$ cat config.mk
export PLATFORM = sky130hd
export DESIGN_NAME = ctu_top
export DESIGN_NICKNAME = d
export VERILOG_FILES = /design/src/pkg/ctu_pkg.sv /design/src/pkg/ctu_edge_if.sv /design/src/hdl/ctu_top.sv /design/src/hdl/ctu_edge_select.sv
export VERILOG_INCLUDE_DIRS = /design/src /design/src/pkg
export SDC_FILE = /design/constraint.sdc
export NUM_CORES = 1
export LEC_CHECK = 0
export BUFFER_PORTS_ARGS = -buffer_cell sky130_fd_sc_hd__buf_2
export CORE_UTILIZATION = 44
export DETAILED_ROUTE_END_ITERATION = 12
export PLACE_DENSITY = 0.79
export SLEW_MARGIN = 20
export SYNTH_ARGS = -nofsm -noshare
export SYNTH_HDL_FRONTEND = slang
export SYNTH_SLANG_ARGS = --single-unit
$ cat constraint.sdc
create_clock -name i_clock -period 2.8 [get_ports i_clock]
set_input_delay 0.56 -clock i_clock [delete_from_list [all_inputs] [get_ports i_clock]]
set_output_delay 0.56 -clock i_clock [all_outputs]
set_load 0.05 [all_outputs]
$ cat src/pkg/ctu_defs.svh
// Register offsets, field positions, reset values and source encodings of the measurement unit.
`ifndef CTU_DEFS_SVH
`define CTU_DEFS_SVH
`define CTU_ADDR_CTRL_HIGH   4'h0
`define CTU_ADDR_CTRL_LOW    4'h4
`define CTU_ADDR_STATUS      4'h8
`define CTU_HIGH_ENABLE      7
`define CTU_HIGH_UNUSED      6
`define CTU_HIGH_IDLE_STOP   5
`define CTU_HIGH_DELAY_GEN   4
`define CTU_HIGH_EDGE_GATE   3
`define CTU_HIGH_EDGE_ORDER  2
`define CTU_HIGH_GROUND      1
`define CTU_HIGH_TRIG_EN     0
`define CTU_LOW_POL2         7
`define CTU_LOW_SEL2_HI      6
`define CTU_LOW_SEL2_LO      5
`define CTU_LOW_POL1         4
`define CTU_LOW_SEL1_HI      3
`define CTU_LOW_SEL1_LO      2
`define CTU_LOW_FLAG2        1
`define CTU_LOW_FLAG1        0
`define CTU_HIGH_WRITE_MASK  8'hBF
`define CTU_RESET_HIGH       8'h00
`define CTU_RESET_LOW        8'h00
`define CTU_SRC_PIN_ONE      2'h3
`define CTU_SRC_PIN_TWO      2'h2
`define CTU_SRC_CAPTURE_ONE  2'h1
`define CTU_SRC_CAPTURE_TWO  2'h0
`endif

$ cat src/pkg/ctu_pkg.sv
// Types shared by the measurement unit modules.
package ctu_pkg;
   typedef enum logic [1:0] {
      CTU_BUS_IDLE,
      CTU_BUS_ANSWER
   } ctu_bus_state_t;

   typedef struct packed {
      logic [1:0] src;
      logic       pol;
   } ctu_chan_cfg_t;
endpackage

$ cat src/pkg/ctu_edge_if.sv
// Interface carrying one edge channel's configuration and polarity-match result.
`timescale 1ns/1ns
interface ctu_edge_if;
   ctu_pkg::ctu_chan_cfg_t cfg;
   logic                   hit;
   modport selector (input cfg, output hit);
   modport owner    (output cfg, input hit);
endinterface

$ cat src/hdl/ctu_top.sv
// Control registers, edge status logic and Avalon-MM slave of the measurement unit.
//
// Contract
// (RQ1) High bit seven enables unit; reset zero.
// (RQ2) Idle-stop bit suspends unit during Idle; the code blocks only the edges, and the current source is not stopped.
// (RQ3) Delay-generation bit selects delay mode.
// (RQ4) Edge gate zero blocks all edges.
// (RQ5) Order bit: second edge needs first.
// (RQ6) Ground bit ties current source low.
// (RQ7) Trigger bit enables converter trigger output.
// (RQ8) High bit six ignores writes, reads zero.
// (RQ9) Second polarity: one high, zero low.
// (RQ10) First polarity: one high, zero low.
// (RQ11) Second source select: pins and captures.
// (RQ12) First source uses same encoding.
// (RQ13) Second flag shows event; software writable.
// (RQ14) First flag shows event; software writable.
// (RQ15) Edge inputs level-sensitive from four sources.
// (RQ16) Unit can start converter conversion.
// (RQ17) Hardware sets flag on detected event.
// (RQ18) Matching reconfiguration sets flag at once.
// (RQ19) Current on when exactly one flag set.
// (RQ20) Interrupt flag on current on-to-off.
// (RQ21) Synchronise external edge pins first.
// (RQ22) One-cycle trigger when both flags set.
//
// The register offsets and the Avalon-MM slave port are this design's own decisions.
`timescale 1ns/1ns
`include "ctu_defs.svh"
module ctu_top (
   input  wire logic        i_clock,
   input  wire logic        i_reset,
   input  wire logic [3:0]  i_avs_address,
   input  wire logic        i_avs_read,
   input  wire logic        i_avs_write,
   input  wire logic [31:0] i_avs_writedata,
   input  wire logic [3:0]  i_avs_byteenable,
   output logic      [31:0] o_avs_readdata,
   output logic             o_avs_waitrequest,
   output logic             o_avs_response_err,
   input  wire logic        i_idle_mode,
   input  wire logic        i_ext_edge_pin_one,
   input  wire logic        i_ext_edge_pin_two,
   input  wire logic        i_capture_unit_one,
   input  wire logic        i_capture_unit_two,
   output logic             o_unit_enable,
   output logic             o_delay_gen_enable,
   output logic             o_current_enable,
   output logic             o_source_ground,
   output logic             o_conv_trigger,
   output logic             o_unit_int_flag
);
   typedef struct packed {
      ctu_pkg::ctu_bus_state_t bus;
      logic [31:0]             rdata;
      logic                    err;
      logic [7:0]              high;
      logic [7:0]              low;
      logic [1:0]              pin_meta;
      logic [1:0]              pin_sync;
      logic                    current;
      logic                    trig;
      logic                    int_flag;
   } ctu_state_t;

   ctu_state_t state;
   ctu_state_t next_state;

   ctu_edge_if chan_one ();
   ctu_edge_if chan_two ();

   function automatic ctu_pkg::ctu_chan_cfg_t ctu_cfg(input logic [7:0] low, input logic second);
      ctu_pkg::ctu_chan_cfg_t c;
      c = second ? {low[`CTU_LOW_SEL2_HI:`CTU_LOW_SEL2_LO], low[`CTU_LOW_POL2]}
                 : {low[`CTU_LOW_SEL1_HI:`CTU_LOW_SEL1_LO], low[`CTU_LOW_POL1]};
      return c;
   endfunction

   assign chan_one.cfg = ctu_cfg(state.low, 1'b0);
   assign chan_two.cfg = ctu_cfg(state.low, 1'b1);

   // Only the second synchroniser stage reaches the selectors. [RQ21]
   ctu_edge_select u_sel_one (
      .i_pin_one     (state.pin_sync[0]),
      .i_pin_two     (state.pin_sync[1]),
      .i_capture_one (i_capture_unit_one),
      .i_capture_two (i_capture_unit_two),
      .chan          (chan_one)
   );

   ctu_edge_select u_sel_two (
      .i_pin_one     (state.pin_sync[0]),
      .i_pin_two     (state.pin_sync[1]),
      .i_capture_one (i_capture_unit_one),
      .i_capture_two (i_capture_unit_two),
      .chan          (chan_two)
   );

   logic       running;
   logic       gate_open;
   logic       hit_one;
   logic       hit_two;
   logic       wr_high;
   logic       wr_low;
   logic [7:0] low_written;
   logic       flag_one;
   logic       flag_two;
   logic       both_now;

   always_comb begin
      next_state = state;
      next_state.pin_meta = {i_ext_edge_pin_two, i_ext_edge_pin_one};
      next_state.pin_sync = state.pin_meta; // [RQ21]
      // Idle stop freezes the edge logic but leaves the registers reachable. [RQ1] [RQ2]
      running   = state.high[`CTU_HIGH_ENABLE] &&
                  !(state.high[`CTU_HIGH_IDLE_STOP] && i_idle_mode);
      gate_open = running && state.high[`CTU_HIGH_EDGE_GATE]; // [RQ4]
      wr_high   = 1'b0;
      wr_low    = 1'b0;
      next_state.err = 1'b0;
      case (state.bus)
         ctu_pkg::CTU_BUS_IDLE: begin
            if (i_avs_read || i_avs_write) begin
               next_state.bus = ctu_pkg::CTU_BUS_ANSWER;
               next_state.rdata = 32'h0000_0000;
               case (i_avs_address)
                  `CTU_ADDR_CTRL_HIGH: begin
                     next_state.rdata[7:0] = state.high & `CTU_HIGH_WRITE_MASK; // [RQ8]
                  end
                  `CTU_ADDR_CTRL_LOW: begin
                     next_state.rdata[7:0] = state.low; // [RQ13] [RQ14]
                  end
                  `CTU_ADDR_STATUS: begin
                     next_state.rdata[2:0] = {state.int_flag, state.current, state.trig};
                  end
                  default: begin
                     next_state.err = 1'b1;
                  end
               endcase
            end
         end
         ctu_pkg::CTU_BUS_ANSWER: begin
            next_state.bus = ctu_pkg::CTU_BUS_IDLE;
            next_state.err = state.err;
            // Writes land at the edge where the master sees waitrequest low, never earlier.
            wr_high = i_avs_write && i_avs_byteenable[0] &&
                      (i_avs_address == `CTU_ADDR_CTRL_HIGH);
            wr_low  = i_avs_write && i_avs_byteenable[0] &&
                      (i_avs_address == `CTU_ADDR_CTRL_LOW);
         end
         default: begin
            next_state.bus = ctu_pkg::CTU_BUS_IDLE;
         end
      endcase
      if (wr_high) begin
         next_state.high = i_avs_writedata[7:0] & `CTU_HIGH_WRITE_MASK; // [RQ8]
      end
      // Software may set or clear flags directly to drive the source by hand. [RQ13] [RQ14]
      low_written = wr_low ? i_avs_writedata[7:0] : state.low;
      hit_one  = gate_open && chan_one.hit; // [RQ17] [RQ18]
      // The set wins over a clear written in the same cycle. [RQ5]
      hit_two  = gate_open && chan_two.hit &&
                 (!state.high[`CTU_HIGH_EDGE_ORDER] || state.low[`CTU_LOW_FLAG1]);
      flag_one = low_written[`CTU_LOW_FLAG1] || hit_one;
      flag_two = low_written[`CTU_LOW_FLAG2] || hit_two;
      next_state.low = {low_written[7:2], flag_two, flag_one};
      next_state.current = state.high[`CTU_HIGH_ENABLE] && (flag_one ^ flag_two); // [RQ19]
      // The flag is a level that stays until the next bus write to the status word.
      next_state.int_flag = (state.current && !next_state.current) ? 1'b1 : // [RQ20]
                            ((i_avs_write && state.bus == ctu_pkg::CTU_BUS_ANSWER &&
                              i_avs_address == `CTU_ADDR_STATUS) ? 1'b0 : state.int_flag);
      both_now = flag_one && flag_two;
      next_state.trig = state.high[`CTU_HIGH_TRIG_EN] && both_now && // [RQ7] [RQ16] [RQ22]
                        !(state.low[`CTU_LOW_FLAG1] && state.low[`CTU_LOW_FLAG2]);
   end

   always_ff @(posedge i_clock) begin
      if (i_reset) begin
         state <= '0; // [RQ1]
      end else begin
         state <= next_state;
      end
   end

   assign o_avs_waitrequest  = (state.bus != ctu_pkg::CTU_BUS_ANSWER);
   assign o_avs_readdata     = state.rdata;
   assign o_avs_response_err = state.err;
   assign o_unit_enable      = state.high[`CTU_HIGH_ENABLE];
   assign o_delay_gen_enable = state.high[`CTU_HIGH_DELAY_GEN]; // [RQ3]
   // Grounding overrides charging so a discharge never fights the source. [RQ6]
   assign o_source_ground    = state.high[`CTU_HIGH_GROUND];
   assign o_current_enable   = state.current && !state.high[`CTU_HIGH_GROUND];
   assign o_conv_trigger     = state.trig;
   assign o_unit_int_flag    = state.int_flag;
endmodule

$ cat src/hdl/ctu_edge_select.sv
// Source multiplexer and polarity match of one level-sensitive edge channel.
`timescale 1ns/1ns
`include "ctu_defs.svh"
module ctu_edge_select (
   input  wire logic       i_pin_one,
   input  wire logic       i_pin_two,
   input  wire logic       i_capture_one,
   input  wire logic       i_capture_two,
   ctu_edge_if.selector    chan
);
   logic level;

   always_comb begin
      case (chan.cfg.src) // [RQ11] [RQ12] [RQ15]
         `CTU_SRC_PIN_ONE:     level = i_pin_one;
         `CTU_SRC_PIN_TWO:     level = i_pin_two;
         `CTU_SRC_CAPTURE_ONE: level = i_capture_one;
         default:              level = i_capture_two;
      endcase
   end

   // A level, not a transition, counts as an event. [RQ9] [RQ10]
   assign chan.hit = (level == chan.cfg.pol);
endmodule

==> summary.md <==
| Metric | Value |
|---|---|
| Ports | `slightly below 90` |
| Sw power | `between 200 and 300 uW` |
| Worst path slowest cell | `or4b_4` |
| Worst hold path class | `input pin to flip-flop` |
| Switching fraction of total power | `between 30% and 40%` |
| Final wirelength | `just over 3000 um` |
| Root buffer selected by CTS | `clkbuf_4` |
| Cts repair resizes | `0` |
| Share of layout cells above drive strength 1 | `roughly a quarter` |
| I/O Buffers | `37` |
| Cell Pwr Density | `509 nW/um2` |
| Kind of critical path | `input pin to flip-flop` |
| Peak VDD IR | `~260 uV` |
| Final Setup Violations | `0` |
| Die width | `between 60 and 70 um` |
| CTS buffer count | `5` |
| Vias in the first global route | `approximately 1,100` |
| Die H | `62.6 um` |
| Critical path peak fanout | `9` |
| First-pass GRT wire length | `just over 5000 um` |
| Synth-to-Final Area Change | `6.74%` |
| Most used cell, CP | `nand2_1` |
| Clock skew | `between 7 and 8 ps` |
| Reg power frac | `a little over half` |
| DRT antenna net count | `0` |
| Worst setup SP type | `input pin` |
| Syn avg cell area | `approximately 9.2 um2` |
| Critical path capture point type | `flip-flop` |
| Slew Limit Fails | `0` |
| Final hold vios | `0` |
| Total negative slack | `0 ps` |
| Largest net degree at the start of global routing | `34` |
| Crit path cell chain | `buf_2 -> or4b_4 -> nor2_8 -> mux2i_1 -> nand2_1 -> ha_1 -> nand2_1 -> nand2_1 -> a21oi_1` |
| Core Footprint | `3420 um2` |
| DR iter-0 viols | `57` |
| Sinks on Clock Net | `32` |
| Mapped Cells | `around 180` |
| Slew headroom | `~54%` |
| Clk_lat worst skew | `approximately 340 ps` |
| Post-CTS Setup Inserts | `0` |
| Tot GR Track Use | `between 10% and 20%` |
| Clock transition at path regs | `90 ps` |
| Critical path's largest stage delay | `around 660 ps` |
| Total grt overflow | `0` |
| Post-synth top area cell | `dfxtp_1` |
| CTS H-tree depth | `2` |
| Number of diodes | `0` |
| Starting Density | `around 47%` |
| GPL Wtd Cong | `a little over 0.8` |
| WL/cell | `roughly 12 um` |
| Rows | `21` |
| Cell Area, Synth | `approximately 1600 um2` |
| Final nets | `~250` |
| CTS tree | `done` |
| Commonest non-fill, non-tap cell in the layout | `buf_2` |
| DP HPWL | `~2200 um` |
| MaxCap Viol Count | `0` |
| DRC Markers | `0` |
| Final Cycle Share | `between 70% and 80%` |
| CTS Buffer Depth | `2` |
| Fmax | `around 0.45 GHz` |
| Synth Register Bits | `32` |
| Worst Tran Pin Value | `~690 ps` |
| Via density | `~5` |
| Filler cells | `approximately 350` |
| Count of different cell masters after synthesis | `33` |
| Initial antenna violation count | `0` |
| Internal cell power | `approximately 610 uW` |
| Final Critical Period | `2210 ps` |
| Design area | `~1700 um2` |
| Die area | `approximately 3900 um2` |
| Status | `finished, final reports clean` |
| Worst EP arrival | `between 2000 and 2500 ps` |
| Comb pwr share | `between 15 and 20%` |
| Share of the synthesized area in the top cell type | `39.7%` |
| LEAKAGE | `0.000808 uW` |
| Clock network fraction of total power | `31.3%` |
| Tot Pwr | `between 800 and 900 uW` |
| Post-placement cell area | `approximately 1700 um2` |
| YS warnings | `0` |
| Req. time, crit path | `about 3100 ps` |
| Area contributors post-synth | `dfxtp_1 (40%), buf_4 (15%), mux2i_1 (9.3%)` |
| Post-CTS Hold Fix Bufs | `0` |
| Pre-antenna DRT Iters | `4` |
| Seq/Total Area, Yosys | `about 40%` |
| Routed vias | `roughly 1,200` |
| RSZ-0062 raised after global routing | `false` |
| Commonest non-fill, non-tap cells in the layout | `buf_2 (37), dfxtp_1 (32), conb_1 (24), nand2_1 (16)` |
[metrics by stage]
step | worst slack (ps) | std cells | util (%) | hold WS, ps
6_report | 590 | 250 | 50.5 | 433
3_5_place_dp | 231 | 242 | 48.8 | 430
3_3_place_gp | 250 | 242 | 48.8 | 420
5_1_grt | 510 | 250 | 50.5 | 445
4_1_cts | 598 | 250 | 50.5 | 427
2_1_floorplan | 413 | 198 | - | 414
[cells by family after synthesis]
family                     Yosys count  synth area share [%]
adders and majority gates            1                 0.774
DFF                                 32                  39.7
other                                1                 0.232
muxes                               17                  12.1
AOI/OAI and AO/OA                   33                  12.2
and+or+nand+nor                     47                  15.7
xor gates and xnor gates             2                  1.08
buffers and inverters               42                  18.2
[path summary, 6_finish.rpt]
path | from | end | slack [ps] | cells past startpoint
max | i_avs_address[3] | o_unit_int_flag$_SDFFE_PP0P_ | 590 | 9
min | i_ext_edge_pin_two | next_state[4]$_SDFF_PP0_ | 430 | 2
max reg2reg | chan_two.cfg[1]$_SDFFE_PP0N_ | o_unit_int_flag$_SDFFE_PP0P_ | 840 | 8
min reg2reg | next_state[4]$_SDFF_PP0_ | state[4]$_SDFF_PP0_ | 450 | 1
[state kept, by name, summed over array words and instances, names as in the netlist]
register            flops
chan_one.cfg            3
chan_two.cfg            3
next_state              2
o_avs_readdata          8
o_avs_response_err      1
o_conv_trigger          1
o_delay_gen_enable      1
o_source_ground         1
o_unit_enable           1
o_unit_int_flag         1
state                  10
[area by class of cell]
type                    instances  area (um2)  area share (%)
well taps                      46        57.6            3.34
multi-input cells             124         767            44.5
repair buffers                 38         193            11.2
inverters                       2        7.51           0.435
clock buffers                   8        58.8            3.41
flip-flops and latches         32         641            37.2
[power by group through the flow]
stage	registers (uW)	clock network, uW	logic (uW)
finish	464	275	138
global route	466	310	146
CTS	465	280	138
detailed placement	475	0	138
global placement	475	0	138
floorplan	479	0	134
[per-layer routing]
metal / part of all wire, % / wire, um / GRT usage [%]
met5: 0 / 0 / 0
met1: 43 / 1290 / 20.8
met4: 2.2 / 68 / 9.01
met3: 8.5 / 257 / 7.48
met2: 47 / 1410 / 25.4
[Yosys cell counts]
library cell and n:
ha_1 1, o22ai_1 1, o21bai_1 1, o21ai_1 2, clkbuf_1 5, conb_1 1
nand3_4 1, nand3_1 2, buf_4 32, mux2i_1 15, o2bb2ai_1 2, nand2_1 16
nand2b_1 1, nor2b_1 5, a22oi_1 5, xor2_1 1, o21ai_0 9, a211oi_1 2
or4b_4 1, nor2_4 1, xnor2_1 1, buf_6 2, inv_1 2, dfxtp_1 32
a211o_1 1, buf_2 1, or3_1 2, a21oi_1 10, nor2_1 15, mux4_2 2
nor2_8 1, nor4_1 1, nor4b_1 1
[critical path, delay by kind of cell]
family,cells,cell delay (ps)
AO/OA/AOI/OAI,1,110
adder cells (fa/ha/maj),1,290
buffers and inverters,1,170
multiplexers,1,240
AND/OR/NAND/NOR,5,1110
Power figures use the tool's default switching activity.
